<file path="config.mk">
export PLATFORM = sky130hd
export DESIGN_NAME = supervision_reset
export DESIGN_NICKNAME = d
export VERILOG_FILES = /design/src/include/wdt_sysreset_pkg.sv /design/src/logic/wdt_sysreset.sv
export VERILOG_INCLUDE_DIRS = /design/src /design/src/include
export SDC_FILE = /design/constraint.sdc
export NUM_CORES = 1
export LEC_CHECK = 0
export BUFFER_PORTS_ARGS = -buffer_cell sky130_fd_sc_hd__buf_2
export CORE_UTILIZATION = 50
export CTS_BUF_LIST = sky130_fd_sc_hd__clkbuf_8
export DETAILED_ROUTE_END_ITERATION = 16
export PLACE_DENSITY = 0.76
export RECOVER_POWER = 50
export SETUP_SLACK_MARGIN = 0.05
export SLEW_MARGIN = 20
export SYNTH_ARGS = -nofsm -noshare
export SYNTH_HDL_FRONTEND = slang
export SYNTH_SLANG_ARGS = --single-unit
</file>
<file path="constraint.sdc">
create_clock -name clk_sys -period 6.5 [get_ports clk_sys]
set_input_delay 1.3 -clock clk_sys [delete_from_list [all_inputs] [get_ports clk_sys]]
set_output_delay 1.3 -clock clk_sys [all_outputs]
set_load 0.005 [all_outputs]
</file>
<file path="src/include/wdt_sysreset_cfg.svh">
// Constants for the supervision timer and system-reset block.
// Assumes a 50 MHz clk_sys and a 32-bit AHB-Lite register port.
`ifndef SUPERVISION_RESET_CFG_SVH
`define SUPERVISION_RESET_CFG_SVH

// ==============================================================
// Timing
`define CLK_PERIOD_NS   20
`define MS_TICK_NS      1000000
`define WAIT_STEP_MS    21'h000064
`define TO_PULSE_MS     21'h000001
`define SEL_MAX         5'h10
`define WAIT_SEL_MAX    5'h0f

// ==============================================================
// Register byte addresses
`define ADDR_CTRL       8'h00
`define ADDR_KICK       8'h04
`define ADDR_PERIOD     8'h08
`define ADDR_WAIT       8'h0c
`define ADDR_DELAY      8'h10
`define ADDR_PWIDTH     8'h14
`define ADDR_SELECT     8'h18
`define ADDR_STATUS     8'h1c

// ==============================================================
// Control bit positions
`define CTRL_WD_EN      0
`define CTRL_MERGE      1
`define CTRL_TO_PULSE   2
`define CTRL_SR_PULSE   3
`define CTRL_TRACK      4

// ==============================================================
// Reset values and the NONSEQ transfer code
`define RST_CTRL        5'h00
`define RST_PERIOD      18'h003e8
`define RST_WAIT        5'h00
`define RST_DELAY       5'h01
`define RST_PWIDTH      15'h0001
`define RST_SELECT      16'h0000
`define HTRANS_NONSEQ   2'h2

`endif

</file>
<file path="src/include/wdt_sysreset_pkg.sv">
// Types for the supervision timer and system-reset block.
// Assumes wdt_sysreset_cfg.svh supplies the widths' reset values.
package supervision_reset_pkg;

   // ==============================================================
   // State machines
   typedef enum logic [1:0] {WD_OFF, WD_WAIT, WD_RUN, WD_EXPIRED} wd_state_type;
   typedef enum logic [2:0] {SR_HOLD, SR_ARM, SR_DELAY, SR_PULSE, SR_RUN, SR_WDRST} sr_state_type;

   // ==============================================================
   // Software configuration
   typedef struct packed {
      logic [4:0]  ctrl;
      logic [17:0] period_ms;
      logic [4:0]  wait_sel;
      logic [4:0]  delay_sel;
      logic [14:0] pwidth_ms;
      logic [15:0] select;
   } cfg_type;

   // ==============================================================
   // Whole module state
   typedef struct packed {
      cfg_type      cfg;
      logic [2:0]   kick_sync;
      logic [7:0]   on_s1, on_s2, off_s1, off_s2, gi_s1, gi_s2;
      logic [15:0]  prescale;
      wd_state_type wd;
      logic [20:0]  wd_cnt;
      logic [20:0]  to_cnt;
      sr_state_type sr;
      logic [20:0]  sr_cnt;
      logic         a_valid;
      logic         a_write;
      logic [7:0]   a_addr;
      logic [31:0]  hrdata;
      logic         timeout_output;
      logic         sys_reset_n;
   } state_type;

endpackage : supervision_reset_pkg

</file>
<file path="src/logic/wdt_sysreset.sv">
// Supervision timer with system-reset generator, AHB-Lite register slave.
// Assumes pins are asynchronous to clk_sys; one bus master, whole words only.
`include "wdt_sysreset_cfg.svh"

module supervision_reset
   import supervision_reset_pkg::*;
#(
   parameter int MS_CYCLES = `MS_TICK_NS / `CLK_PERIOD_NS
)(
   input  wire logic        clk_sys,         // System clock, 50 MHz
   input  wire logic        reset_n,         // Synchronous reset, active low
   input  wire logic        hsel,            // AHB slave select
   input  wire logic [31:0] haddr,           // AHB address
   input  wire logic [1:0]  htrans,          // AHB transfer type
   input  wire logic        hwrite,          // AHB write
   input  wire logic [2:0]  hsize,           // AHB size, word only
   input  wire logic [31:0] hwdata,          // AHB write data
   input  wire logic        hready,          // AHB bus ready
   output logic      [31:0] hrdata,          // AHB read data
   output logic             hreadyout,       // AHB slave ready
   output logic             hresp,           // AHB response, always OKAY
   input  wire logic        kick_input,      // Kick pin from processor
   input  wire logic [7:0]  rail_good_on,    // Rail above good-on threshold
   input  wire logic [7:0]  rail_good_off,   // Rail above good-off threshold
   input  wire logic [7:0]  general_input,   // General inputs, active high
   output logic             timeout_output,  // Timeout indication, active high
   output logic             sys_reset_n      // System reset, active low
);

   // ==============================================================
   // State registers
   state_type st;
   state_type next_st;

   logic        tick;
   logic        kick_pin;
   logic        wr_commit;
   logic        kick_bus;
   logic        sr_cfg_wr;
   logic        cond_on;
   logic        cond_lost;
   logic        wd_done;
   logic        sr_done;
   logic        to_fire;
   logic [20:0] wait_ms;
   logic [20:0] delay_ms;
   logic [20:0] period_ms;

   // Select to milliseconds: zero, then base doubling per step
   function automatic logic [20:0] sel_ms(input logic [4:0] sel, input logic [20:0] base, input logic [4:0] top);
      logic [4:0] s;
      s = (sel > top) ? top : sel;
      sel_ms = (s == 5'h00) ? 21'h000000 : 21'(base << (s - 5'h01));
   endfunction : sel_ms

   // Output is held low in these states
   function automatic logic sr_asserted(input sr_state_type s, input logic pulse_mode);
      case (s)
         SR_HOLD  : sr_asserted = 1'b1;
         SR_DELAY : sr_asserted = !pulse_mode;
         SR_PULSE : sr_asserted = 1'b1;
         SR_WDRST : sr_asserted = 1'b1;
         default  : sr_asserted = 1'b0;
      endcase
   endfunction : sr_asserted

   // ==============================================================
   // Derived terms
   assign tick      = (st.prescale == 16'(MS_CYCLES - 1));
   assign kick_pin  = st.kick_sync[1] ^ st.kick_sync[2];
   assign wr_commit = st.a_valid && st.a_write;
   assign kick_bus  = wr_commit && (st.a_addr == `ADDR_KICK);
   assign sr_cfg_wr = wr_commit && (st.a_addr == `ADDR_CTRL || st.a_addr == `ADDR_DELAY
                      || st.a_addr == `ADDR_PWIDTH || st.a_addr == `ADDR_SELECT);
   assign cond_on   = &(st.on_s2 | ~st.cfg.select[7:0]) && &(st.gi_s2 | ~st.cfg.select[15:8]);
   assign cond_lost = |(~st.off_s2 & st.cfg.select[7:0]) || |(~st.gi_s2 & st.cfg.select[15:8]);
   assign wait_ms   = sel_ms(st.cfg.wait_sel, `WAIT_STEP_MS, `WAIT_SEL_MAX);
   assign delay_ms  = sel_ms(st.cfg.delay_sel, 21'h000001, `SEL_MAX);
   assign period_ms = (st.cfg.period_ms == 18'h00000) ? 21'h000001 : 21'(st.cfg.period_ms);
   assign wd_done   = st.wd_cnt >= period_ms;
   assign to_fire   = (st.wd == WD_RUN) && wd_done && !(kick_pin || kick_bus);

   // Release timer target for the current phase
   always_comb
   begin
      case (st.sr)
         SR_PULSE : sr_done = st.sr_cnt >= 21'(st.cfg.pwidth_ms);
         default  : sr_done = st.sr_cnt >= delay_ms;
      endcase
   end

   // ==============================================================
   // Next state
   always_comb
   begin
      next_st = st;

      // Pin synchronisers, two flops before use
      next_st.kick_sync = {st.kick_sync[1:0], kick_input};
      next_st.on_s1     = rail_good_on;
      next_st.on_s2     = st.on_s1;
      next_st.off_s1    = rail_good_off;
      next_st.off_s2    = st.off_s1;
      next_st.gi_s1     = general_input;
      next_st.gi_s2     = st.gi_s1;

      // Millisecond prescaler
      next_st.prescale = tick ? 16'h0000 : st.prescale + 16'h0001;

      // Bus address phase capture, zero wait states
      next_st.a_valid = hsel && hready && (htrans == `HTRANS_NONSEQ);
      next_st.a_write = hwrite;
      next_st.a_addr  = haddr[7:0];
      if (hsel && hready && (htrans == `HTRANS_NONSEQ) && !hwrite)
      begin
         case (haddr[7:0])
            `ADDR_CTRL   : next_st.hrdata = 32'(st.cfg.ctrl);
            `ADDR_PERIOD : next_st.hrdata = 32'(st.cfg.period_ms);
            `ADDR_WAIT   : next_st.hrdata = 32'(st.cfg.wait_sel);
            `ADDR_DELAY  : next_st.hrdata = 32'(st.cfg.delay_sel);
            `ADDR_PWIDTH : next_st.hrdata = 32'(st.cfg.pwidth_ms);
            `ADDR_SELECT : next_st.hrdata = 32'(st.cfg.select);
            `ADDR_STATUS : next_st.hrdata = {25'h0000000, st.sr, st.wd, !st.sys_reset_n,
                                             st.wd == WD_EXPIRED};
            default      : next_st.hrdata = 32'h00000000;
         endcase
      end

      // Register writes in the data phase
      if (wr_commit)
      begin
         case (st.a_addr)
            `ADDR_CTRL   : next_st.cfg.ctrl      = hwdata[4:0];
            `ADDR_PERIOD : next_st.cfg.period_ms = hwdata[17:0];
            `ADDR_WAIT   : next_st.cfg.wait_sel  = hwdata[4:0];
            `ADDR_DELAY  : next_st.cfg.delay_sel = hwdata[4:0];
            `ADDR_PWIDTH : next_st.cfg.pwidth_ms = hwdata[14:0];
            `ADDR_SELECT : next_st.cfg.select    = hwdata[15:0];
            default      : ;
         endcase
      end

      // Supervision timer
      if (tick)
      begin
         next_st.wd_cnt = st.wd_cnt + 21'h000001;
      end
      case (st.wd)
         WD_OFF :
         begin
            next_st.wd_cnt = 21'h000000;
            if (st.cfg.ctrl[`CTRL_WD_EN])
            begin
               next_st.wd = WD_WAIT;
            end
         end
         WD_WAIT :
         begin
            if (st.wd_cnt >= wait_ms)
            begin
               next_st.wd     = WD_RUN;
               next_st.wd_cnt = 21'h000000;
            end
         end
         WD_RUN :
         begin
            if (kick_pin || kick_bus)
            begin
               next_st.wd_cnt = 21'h000000;
            end
            else if (wd_done)
            begin
               next_st.wd = st.cfg.ctrl[`CTRL_MERGE] ? WD_WAIT : WD_EXPIRED;
               next_st.wd_cnt = 21'h000000;
            end
         end
         WD_EXPIRED :
         begin
            if (kick_pin || kick_bus)
            begin
               next_st.wd     = WD_RUN;
               next_st.wd_cnt = 21'h000000;
            end
         end
         default : next_st.wd = WD_OFF;
      endcase
      if (!st.cfg.ctrl[`CTRL_WD_EN])
      begin
         next_st.wd = WD_OFF;
      end

      // Timeout output, level or timed pulse, unless merged
      if (tick && st.to_cnt != 21'h000000)
      begin
         next_st.to_cnt = st.to_cnt - 21'h000001;
      end
      if (to_fire && !st.cfg.ctrl[`CTRL_MERGE])
      begin
         next_st.to_cnt = `TO_PULSE_MS;
      end
      if (st.cfg.ctrl[`CTRL_TO_PULSE])
      begin
         next_st.timeout_output = next_st.to_cnt != 21'h000000;
      end
      else
      begin
         next_st.timeout_output = next_st.wd == WD_EXPIRED;
      end

      // System reset sequencer
      if (tick)
      begin
         next_st.sr_cnt = st.sr_cnt + 21'h000001;
      end
      case (st.sr)
         SR_HOLD :
         begin
            next_st.sr_cnt = 21'h000000;
            if (st.cfg.ctrl[`CTRL_SR_PULSE])
            begin
               next_st.sr = SR_ARM;
            end
            else if (cond_on)
            begin
               next_st.sr = SR_DELAY;
            end
         end
         SR_ARM :
         begin
            next_st.sr_cnt = 21'h000000;
            if (cond_on)
            begin
               next_st.sr = SR_DELAY;
            end
         end
         SR_DELAY :
         begin
            if (sr_done)
            begin
               next_st.sr     = st.cfg.ctrl[`CTRL_SR_PULSE] ? SR_PULSE : SR_RUN;
               next_st.sr_cnt = 21'h000000;
            end
         end
         SR_PULSE :
         begin
            if (sr_done)
            begin
               next_st.sr = SR_RUN;
            end
         end
         SR_WDRST :
         begin
            if (st.cfg.ctrl[`CTRL_TRACK])
            begin
               next_st.sr = SR_HOLD;
            end
            else if (sr_done)
            begin
               next_st.sr = SR_RUN;
            end
         end
         SR_RUN :
         begin
            next_st.sr_cnt = 21'h000000;
            if (cond_lost)
            begin
               next_st.sr = st.cfg.ctrl[`CTRL_SR_PULSE] ? SR_ARM : SR_HOLD;
            end
         end
         default : next_st.sr = SR_HOLD;
      endcase
      if (to_fire && st.cfg.ctrl[`CTRL_MERGE])
      begin
         next_st.sr     = SR_WDRST;
         next_st.sr_cnt = 21'h000000;
      end
      if (sr_cfg_wr)
      begin
         next_st.sr     = SR_HOLD;
         next_st.sr_cnt = 21'h000000;
      end
      next_st.sys_reset_n = !sr_asserted(next_st.sr, next_st.cfg.ctrl[`CTRL_SR_PULSE]);
   end

   // ==============================================================
   // State register
   always_ff @(posedge clk_sys)
   begin
      if (!reset_n)
      begin
         st                <= '0;
         st.cfg.ctrl       <= `RST_CTRL;
         st.cfg.period_ms  <= `RST_PERIOD;
         st.cfg.wait_sel   <= `RST_WAIT;
         st.cfg.delay_sel  <= `RST_DELAY;
         st.cfg.pwidth_ms  <= `RST_PWIDTH;
         st.cfg.select     <= `RST_SELECT;
         st.wd             <= WD_OFF;
         st.sr             <= SR_HOLD;
         st.sys_reset_n    <= 1'b0;
      end
      else
      begin
         st <= next_st;
      end
   end

   // Outputs straight from flops, bus ready and response tied off
   assign hrdata         = st.hrdata;
   assign hreadyout      = 1'b1;
   assign hresp          = 1'b0;
   assign timeout_output = st.timeout_output;
   assign sys_reset_n    = st.sys_reset_n;
endmodule : supervision_reset

</file>
==> After elaboration in Yosys (flattened, before gate mapping) <==
Index checks and enable logic that the tools add are counted.
{ "word_totals": {"reg_bits": 243, "latch_bits": 0, "ramBits": 0, "romBits": 0, "out_inout_bits": 36, "mem_count": 0} }
{ "classes": {"add_sub_neg": 6, "multipliers": 0, "div_mod_pow": 0, "n_lt_le_gt_ge": 6, "eq_ne": 26, "shift": 2, "mux": 41, "bitwise": 10, "n_reduce_logical": 47} }
{ "ops": {"columns": ["cell", "n"], "rows": [
  ["2-to-1 mux 21 bit", 7],
  ["one-hot mux 18 bit (7 select lines)", 1],
  ["one-hot mux 23 bit (4 select lines)", 1],
  ["2-to-1 mux 24 bit", 3],
  ["2-to-1 mux 23 bit", 3],
  ["2-to-1 mux 63 bit", 1],
  ["== test 8 x 5 -> 1 bit, second input constant", 7],
  ["adder 21 x 1 -> 21 bit, second input constant", 2],
  ["greater-or-equal comparator 21 bit", 2],
  ["one-hot mux 21 bit (2 select lines)", 1],
  ["nonzero test 21 bit", 2],
  ["2-to-1 mux 18 bit", 2],
  ["== test 8 x 4 -> 1 bit, second input constant", 4],
  ["NOT 8 bit", 4],
  ["greater-or-equal comparator 21 x 15 -> 1 bit", 1],
  ["greater-or-equal comparator 21 x 18 -> 1 bit", 1],
  ["left shift 1 x 5 -> 21 bit, first input constant", 1],
  ["left shift 7 x 5 -> 21 bit, first input constant", 1],
  ["subtractor 21 x 1 -> 21 bit, second input constant", 1],
  ["2-to-1 mux 5 bit", 4],
  ["zero test 18 bit", 1],
  ["2-to-1 mux 3 bit", 6],
  ["one-hot mux 3 bit (6 select lines)", 1],
  ["adder 16 x 1 -> 16 bit, second input constant", 1],
  ["other kinds (32)", 80]
]} }

==> Longest topological paths before layout <==
Gate-level depths: netlist (run 1).
{ "logic_depth": {"ltp_word": 16, "ltp_mapped": 18, "ltp_nobuf": 17} }

==> Worst setup path after synthesis (run 1) <==
Ideal clock, no wire load.
{ "synth_path": {"path_type": "register to register", "startpoint": "reg st[219] (netlist bit)", "endpoint": "reg st[100] (netlist bit)", "t_arrival_ps": 3674, "required_time_ps": 6368, "slack_ps": 2694, "path_stages_with_launch": 17, "n_path_buf": 2, "period_less_slack_ps": 3806, "path_cell_list": "dfxtp_1 or2_2 inv_1 ha_1 xor2_1 clkbuf_1 nand3_1 ha_1 o21ai_0 a21oi_1 o31a_1 o211ai_1 a311oi_1 o21ai_0 a22oi_1 clkbuf_1 nor3_1"} }
{ "synth_between": {"elab_chain_cells": 8} }
{ "synth_rtl": {"columns": ["item", "line", "source"], "rows": [
  ["from (decl)", "wdt_sysreset.sv:32", "state_type st;"],
  ["from (signal assigned)", "wdt_sysreset.sv:304", "st <= next_st;"],
  ["> comparator 5 x 4 -> 1 bit", "wdt_sysreset.sv:52", "s = (sel > top) ? top : sel;"],
  ["2-to-1 mux 5 bit (*)", "wdt_sysreset.sv:52", null],
  ["subtractor 5 x 1 -> 5 bit", "wdt_sysreset.sv:53", "sel_ms = (s == 5'h00) ? 21'h000000 : 21'(base << (s - 5'h01));"],
  ["left shift 7 x 5 -> 21 bit", "wdt_sysreset.sv:53", null],
  ["2-to-1 mux 21 bit (*)", "wdt_sysreset.sv:53", null],
  ["greater-or-equal comparator 21 bit (*)", "wdt_sysreset.sv:159", "if (st.wd_cnt >= wait_ms)"],
  ["2-to-1 mux 23 bit (*)", "wdt_sysreset.sv:159", null],
  ["one-hot mux 23 bit (4 select lines) (*)", "wdt_sysreset.sv:148", "case (st.wd)"]
]} }
Mark *: on every way between the ends. The rest lies on a longest branch, timed or not.
A chain may end at the register's enable or synchronous reset.

==> Worst setup path after layout (run 1) <==
{ "layout_path": {"startpoint": "in reset_n", "endpoint": "reg st[90] (netlist bit)"} }
{ "layout_rtl": {"columns": ["item", "line", "source"], "rows": [
  ["from (decl)", "wdt_sysreset.sv:11", "input wire logic reset_n,"]
]} }
No word-level cell between the ends.

==> results.cfg, run 1 <==
[clocking]
clk_pin_slew_ns = 0.06
post_cts_buffers = 0
ctsRootBufferMaster = clkbuf_8
clk_latency_ns = 0.57
post_cts_resize_count = 0
cts_buffer_depth = 3
cts_tree = built
numCtsBuffers = 39
clock_sinks = 229
ctsHoldBuffers = 0
h-tree-depth = 2

[sta]
fmax_mhz = 203
hold_viol = 0
min_period_ns = 4.92
slew_headroom_pct = -85.7
drv_slew = 78
period_share_pct = 75.7
skew_ns = 0.0293
fin_setup_tns_ns = 0
setup_violations = 0
rsz0062_at_grt = no
tightest_slew_ns = 2.79

[routing]
drt_iter0_drc = 729
detail_route.drc_violations = 0
dr_wl_met3_mm = 1.82
wl_met2_mm = 12.2
dr.pass1.iters = 7
wl_met1_mm = 13.0
wl_per_cell_microns = 15.9
topRoutingLayerUsed = met4
wl_mm = 28.1
route.vias.total = 9702
ant_nets = 0
viasPerCell = 5.48

[global_routing]
grt.overflow.total = 0
grt_pass1_wl_mm = 45.7
grt_max_degree = 78
antenna_found_initial = 1
grtUsageTotal_pct = 23.6
grt_pass1_vias = 9154

[cells_and_area]
multi_input_area_sq_mm = 0.00661
area_growth_pct = 11.5
fill_cells = 1982
drive_above_1_share_pct = 10.9
nets = 1607
ff_latch_area_sq_mm = 0.00458

[worst_setup_path]
max_stage_delay_ns = 1.95
worstSetupPathType = input port to flop
reg2reg_to = st[104]
crit_fanout = 77
reg2reg_slack_ns = 2.08
crit_path_end_kind = flop
r2r_start = st[219]
path_cells = buf_2 -> clkbuf_1 -> inv_2 -> buf_4 -> nor3_1
slowest_stage = clkbuf_1
r2r_cells = 16
worstSetupStartpointType = input port
crit_arrival_ns = 5.38
required_ns = 6.96

[synth]
synth_top_flop_cell = dfxtp_1
async_reset_ff_share_pct = 0
synthTopCellsByArea = dfxtp_1, ha_1, nor2_1, mux2i_1, nand2_1
netlist_instances = 1364
synth_edf_count = 0
yosysSeqAreaShare_pct = 38.9
yosysTopAreaCellShare_pct = 38.9
syn_area_sq_mm = 0.0118
yosysWarningCount = 0
synth.distinct_cells = 73
ys_ff_latch = 229
post_synth.cell_area_avg_sq_um = 8.65
synth_top_cell_by_area = dfxtp_1

[placement]
dp.final_hpwl_mm = 20.1
port_buffers = 77
place.gp.congestion = 0.890

[die]
core_sq_mm = 0.0229
fp.dieW_microns = 156
initial_core_util_pct = 51.5
die_h_microns = 156
num_io_pins = 135
dieArea_sq_mm = 0.0242
row_count = 55

[pwr]
vdd_drop_max_v = 0.000166
power_uw = 2960
pwr_density_cell_mw_per_mm2 = 225
leakage_uw = 0.00530

[run_status]
violations = max-capacitance violations, max-slew violations
status = finished, violations left

[hold_path]
min_path_cells = 1
hp-start = next_st[164]
hold_end = st[164]
hold_path.class = flop to flop

[flow_run]
drv_cap = 1
## synth_stat cells (all sizes together), types with 23 or more instances
master	count
nor2	164
nand3	41
and3	27
mux2i	51
a22oi	34
nor3	42
dfxtp	229
a21oi	46
buf	38
and2	67
clkbuf	49
xnor2	35
nand2b	23
ha	84
inv	65
nand2	133
xor2	42
## state kept, by name, summed over array words and instances (netlist names)
| signal | flops |
|---|---|
| hrdata | 18 |
| next_st | 26 |
| st | 183 |
| sys_reset_n | 1 |
| timeout_output | 1 |
## final cells by class
class / instances / area share (%)
multi-input cells: 1002 / 50.2
diodes: 1 / 0.0190
repair buffers: 87 / 3.36
well taps: 313 / 2.98
flip-flops and latches: 229 / 34.8
inverters: 65 / 1.85
clock buffers: 49 / 5.13
clock inverters: 23 / 1.58
## cells in the final DEF, fill, tap and decap left out, types with 35 or more instances in the layout
cell | Yosys | layout
dfxtp_1 | 229 | 229
buf_2 | 2 | 65
a21oi_1 | 46 | 46
nor3_1 | 40 | 40
clkbuf_8 | 0 | 49
mux2i_1 | 51 | 51
inv_1 | 64 | 73
nor2_1 | 164 | 164
nand2_1 | 133 | 133
xnor2_1 | 35 | 35
ha_1 | 84 | 84
nand3_1 | 40 | 40
xor2_1 | 42 | 41
## where the power goes
group          leakage [uW]  switching (uW)  total (uW)  internal [uW]
clock network      0.000489             617        1430            814
logic               0.00296            58.2        94.9           36.6
registers           0.00186            11.7        1440           1420
total               0.00530             687        2960           2280
## cells by family (layout without fill, tap and decap cells)
group / count (synthesis) / in the layout / synth area share, %
simple gates: 583 / 583 / 24.9
flops: 229 / 229 / 38.9
compound gates: 183 / 183 / 10.8
buf+inv: 152 / 224 / 6.00
fa+ha+maj: 85 / 85 / 8.99
xor+xnor: 77 / 77 / 5.72
mux: 53 / 53 / 4.61
other cells: 2 / 22 / 0.0637
## critical path: cells and delay by family
family	cells	cell delay, ns
buf+inv	4	3.78
simple gates	1	0.23
## metrics by stage
stage	worst slack (ns)	hold slack (ns)	util, %	instances	instance area [sq um]
6_report	1.58	0.410	57.4	1769	13200
5_1_grt	1.12	0.430	57.4	1769	13200
4_1_cts	1.86	0.417	57.5	1768	13200
3_5_place_dp	1.88	0.418	53.6	1696	12300
3_3_place_gp	1.91	0.416	53.6	1696	12300
2_1_floorplan	2.69	0.412	-	1383	11900
## metal layers
metal | track usage, % | up-vias
li1 | - | 4804
met1 | 31.4 | 4482
met2 | 37.3 | 340
met3 | 4.17 | 76
met4 | 10.7 | 0
met5 | 0 | -
## how the worst max path moves through the flow
stage,start,cells after the start,slack (ns),to
6_report,reset_n,5,1.58,st[90]
3_3_place_gp,st[219],16,1.91,st[100]
3_5_place_dp,st[219],16,1.88,st[92]
2_1_floorplan,st[219],16,2.69,st[100]
4_1_cts,st[219],16,1.86,st[93]
5_1_grt,reset_n,5,1.12,st[109]
(Power assumes the default switching activity.)
==> run 2, diff against run 1 <==
clock period = 5 ns   (was 6.5 ns; I/O delays follow)
==> run 2 against run 1 <==
  * Clock power grew 28%
  * Core utilization shrank 0.26 points
  * Via count grew 0.49%
  * Sequential power grew 30%
  * Global-route usage shrank 0.40 points
  * Count of clock-buffer cells in the layout grew 3
  * The flow still finishes with violations (max-capacitance violations, max-slew violations)
  * Critical path type is now flop to flop
  * First-iteration DRC count shrank 0.96%
  * Power grew 29%
==> results.cfg, run 2 (synthesis gave the netlist of run 1 again) <==
[clocking]
cts_buffer_depth = 3
numCtsBuffers = 38
clock_sinks = 229
clk_latency_ns = 0.56
ctsRootBufferMaster = clkbuf_8
post_cts_resize_count = 0
cts_tree = built
clk_pin_slew_ns = 0.07
ctsHoldBuffers = 0
h-tree-depth = 2
post_cts_buffers = 0

[cells_and_area]
largest_register = st
n_antenna_cell = 0
largest_reg_flops = 183
area_growth_pct = 11.0
fill_cells = 2014
drive_above_1_share_pct = 10.5
final_cell_mix = dfxtp_1, nor2_1, nand2_1
final_common_cell = dfxtp_1
fin_util_pct = 57.2
nets = 1606
final_cell_area_sq_mm = 0.0131
instances_no_fill = 1765

[worst_setup_path]
crit_fanout = 21
worstSetupStartpointType = flop
reg2reg_slack_ns = 0.53
worst-path-buf-inv = 3
crit_arrival_ns = 4.79
worstSetupPathType = flop to flop
required_ns = 5.32
path_cells = or2_2 -> inv_1 -> ha_1 -> xor2_1 -> buf_4 -> mux2_2 -> nand2_1 -> ha_1 -> nand3_1 -> a21oi_1 -> o31a_1 -> o211ai_1 -> a311oi_1 -> o21ai_0 -> a22oi_1 -> buf_4 -> nor3_1
reg2reg_to = st[102]
max_stage_delay_ns = 0.60
crit_path_end_kind = flop
r2r_start = st[219]
r2r_cells = 17
cpLargestDelayFamily = compound AO/OA/AOI/OAI gates
slowest_stage = a311oi_1

[pwr]
leakage_uw = 0.00528
vdd_drop_max_v = 0.000198
pwr_density_cell_mw_per_mm2 = 292

[placement]
place.gp.congestion = 0.899
dp.final_hpwl_mm = 20.2
post-place-cells = 1696
port_buffers = 77
placedInstanceArea_sq_mm = 0.0123
post-place-ws_ns = 0.721

[global_routing]
grtUsageTotal_pct = 23.2
grt_pass1_vias = 9097
antenna_found_initial = 0
grt.overflow.total = 0
grt_max_degree = 77
grt_pass1_wl_mm = 45.4

[sta]
period_share_pct = 89.3
min_period_ns = 4.47
skew_ns = 0.0450
fin_setup_tns_ns = 0
drv_slew = 193
hold_viol = 0
fmax_mhz = 224
tightest_slew_ns = 2.48
finalWorstSetupSlack_ns = 0.533
setup_violations = 0
rsz0062_at_grt = no
slew_headroom_pct = -65.3

[die]
core_sq_mm = 0.0229
die_h_microns = 156
dieArea_sq_mm = 0.0242
initial_core_util_pct = 51.5
fp.dieW_microns = 156
num_io_pins = 135
row_count = 55

[routing]
ant_nets = 0
route.vias.total = 9750
dr.pass1.iters = 7
wl_per_cell_microns = 15.7
wl_mm = 27.7
drt_iter0_drc = 722
viasPerCell = 5.52
detail_route.drc_violations = 0

[hold_path]
min_path_cells = 1
hold_path.class = flop to flop
hp-start = next_st[160]
hold_end = st[160]

[flow_run]
drv_cap = 5

[run_status]
violations = max-capacitance violations, max-slew violations
status = finished, violations left
run 2: cell types whose count changed in the layout (fill, tap and decap cells not counted), moves of 2 or more:
| cell | before | now |
|---|---|---|
| nor4_4 | 3 | 1 |
| inv_1 | 73 | 71 |
| inv_8 | 0 | 2 |
| clkbuf_8 | 49 | 52 |
| nor4_1 | 10 | 12 |
run 2: worst max-delay path by stage:
stage,from,endpoint,cells past startpoint
floorplan,st[219],st[100],16
global placement,st[219],st[92],17
detailed placement,st[219],st[109],17
CTS,st[219],st[109],17
global route,st[219],st[91],17
finish,st[219],st[102],17
run 2: area by class of cell:
cell class | instances | area, sq um | share of cell area (%)
Multi-Input combinational cell | 1002 | 6570 | 50.2
Sequential cell | 229 | 4580 | 35.0
Clock buffer | 52 | 716 | 5.46
Timing Repair Buffer | 87 | 437 | 3.33
Tap cell | 313 | 392 | 2.99
Inverter | 65 | 244 | 1.86
Clock inverter | 17 | 151 | 1.16
run 2: per-stage QoR:
step | hold WS, ns | total power, uW
floorplan | 0.412 | 1990
global placement | 0.415 | 2030
detailed placement | 0.417 | 2030
CTS | 0.429 | 3860
global route | 0.438 | 3960
finish | 0.428 | 3820
run 2: power breakdown:
part / total, uW / leakage [uW] / internal [uW] / switching, uW
registers: 1870 / 0.00186 / 1850 / 14.2
logic: 122 / 0.00295 / 46.7 / 75.5
clock network: 1830 / 0.000477 / 1050 / 787
run 2: per-layer routing:
layer | part of all wire [%] | global-route usage, %
met1 | 46 | 30.9
met2 | 45 | 37.4
met3 | 6.1 | 3.78
met4 | 3.1 | 9.20
met5 | 0 | 0
==> run 3, diff against run 2 <==
CORE_UTILIZATION = 30   (was 50)
PLACE_DENSITY = 0.53   (was 0.76)
==> run 3 against run 2 <==
  * The flow still finishes with violations (max-capacitance violations, max-slew violations)
  * Core utilization down 22 points
  * Clock skew down 0.0086 ns
  * Cell area up 2.8%
  * Power up 2.2%
  * First-iteration DRC count down 23%
==> results.cfg, run 3 (synthesis gave the netlist of run 1 again) <==
[placement]
place.gp.congestion = 0.837
placedInstanceArea_sq_mm = 0.0126
dp.final_hpwl_mm = 22.3
post-place-cells = 1905
port_buffers = 77

[worst_setup_path]
worst-path-buf-inv = 2
crit_path_end_kind = flop
worstSetupPathType = flop to flop
required_ns = 5.37
path_cells = or2_2 -> inv_1 -> ha_1 -> nor4b_1 -> nor2_1 -> nand2_1 -> nor2_1 -> a31oi_1 -> ha_1 -> and4_1 -> o211ai_1 -> a311oi_1 -> o21ai_0 -> a22oi_1 -> buf_4 -> nor3_1
crit_arrival_ns = 4.80
crit_fanout = 21
slowest_stage = a311oi_1
cpLargestDelayFamily = simple AND/OR/NAND/NOR gates
max_stage_delay_ns = 0.55
worstSetupStartpointType = flop

[die]
initial_core_util_pct = 30.5
row_count = 72
fp.dieW_microns = 200
core_sq_mm = 0.0387
num_io_pins = 135
die_h_microns = 200
dieArea_sq_mm = 0.0401

[sta]
min_period_ns = 4.43
drv_slew = 180
rsz0062_at_grt = no
hold_viol = 0
skew_ns = 0.0364
period_share_pct = 88.5
slew_headroom_pct = -83.4
setup_violations = 0
fin_setup_tns_ns = 0
tightest_slew_ns = 2.75
fmax_mhz = 226

[cells_and_area]
drive_above_1_share_pct = 11.3
final_cell_area_sq_mm = 0.0135
final_common_cell = dfxtp_1
largest_register = st
largest_reg_flops = 183
fin_util_pct = 34.8
area_growth_pct = 14.2
nets = 1612
instances_no_fill = 1979
final_cell_mix = dfxtp_1, nor2_1, nand2_1

[clocking]
clk_latency_ns = 0.58
ctsRootBufferMaster = clkbuf_8
numCtsBuffers = 40
cts_tree = built
cts_buffer_depth = 3
ctsHoldBuffers = 0
post_cts_buffers = 0
clk_pin_slew_ns = 0.06
post_cts_resize_count = 0
clock_sinks = 229
h-tree-depth = 2

[global_routing]
grt_busiest_layer = met2
met3_usage_pct = 2.49
grtUsageTotal_pct = 15.3
globalRouteMet2Util_pct = 24.9
grt_max_degree = 77
grt_pass1_wl_mm = 49.3
use_met1_pct = 20.2
antenna_found_initial = 1
grt.overflow.total = 0
grt_pass1_vias = 9106

[routing]
drt_iter0_drc = 553
wl_per_cell_microns = 15.4
ant_nets = 0
wl_mm = 30.5
viasPerCell = 4.78
route.vias.total = 9458
detail_route.drc_violations = 0
dr.pass1.iters = 5

[pwr]
power.internal_uw = 3000
power_uw = 3910
pwr-share-clk_pct = 49.0
seqPwrFrac_pct = 47.8
vdd_drop_max_v = 0.000190
leakage_uw = 0.00533
combPwrFrac_pct = 3.2
netSwitchingFraction_pct = 23.3
pwr_density_cell_mw_per_mm2 = 290
switchingPower_uw = 911

[hold_path]
hold_path.class = flop to flop

[flow_run]
drv_cap = 3

[run_status]
status = finished, violations left
violations = max-capacitance violations, max-slew violations
==> run 3: changes by cell type in the layout (fill, tap and decap cells not counted), sizes merged <==
cell,before,now
clkbuf,66,69
clkinvlp,0,1
diode,0,1
buf,73,77
==> run 3: per-layer routing <==
layer / routed length, microns / up-vias
met4: 969 / 0
li1: - / 4814
met2: 13900 / 172
met1: 14500 / 4415
met5: 0 / -
met3: 1120 / 57
==> run 3: cell type report <==
| type | count | area, sq um |
|---|---|---|
| inverter | 65 | 245 |
| clock buffer | 55 | 757 |
| multi-input combinational | 1002 | 6610 |
| timing repair buffer | 91 | 468 |
| clock inverter | 18 | 153 |
| fill | 4064 | 25300 |
| antenna | 1 | 2.50 |
| tap | 518 | 648 |
| sequential | 229 | 4580 |
==> run 3: path summary, 6_finish.rpt <==
kind	startpoint	endpoint	slack, ns	cells after the start
setup / recovery	st[219]	st[91]	0.57	16
hold / removal	next_st[150]	st[150]	0.43	1
setup reg to reg	st[219]	st[91]	0.57	16
hold reg to reg	next_st[150]	st[150]	0.43	1
==> run 3: power groups by stage <==
stage | Combinational [uW] | Clock, uW | Sequential (uW)
final | 124 | 1920 | 1870
after global routing | 139 | 2070 | 1870
after CTS | 126 | 1980 | 1870
after detailed placement | 126 | 0 | 1910
after global placement | 124 | 0 | 1910
after floorplan | 87.9 | 0 | 1900
==> run 3: stage by stage <==
stage | hold WS, ns | setup WS, ns
6_report | 0.428 | 0.575
5_1_grt | 0.444 | 0.126
4_1_cts | 0.430 | 0.597
3_5_place_dp | 0.418 | 0.633
3_3_place_gp | 0.417 | 0.676
2_1_floorplan | 0.412 | 1.19
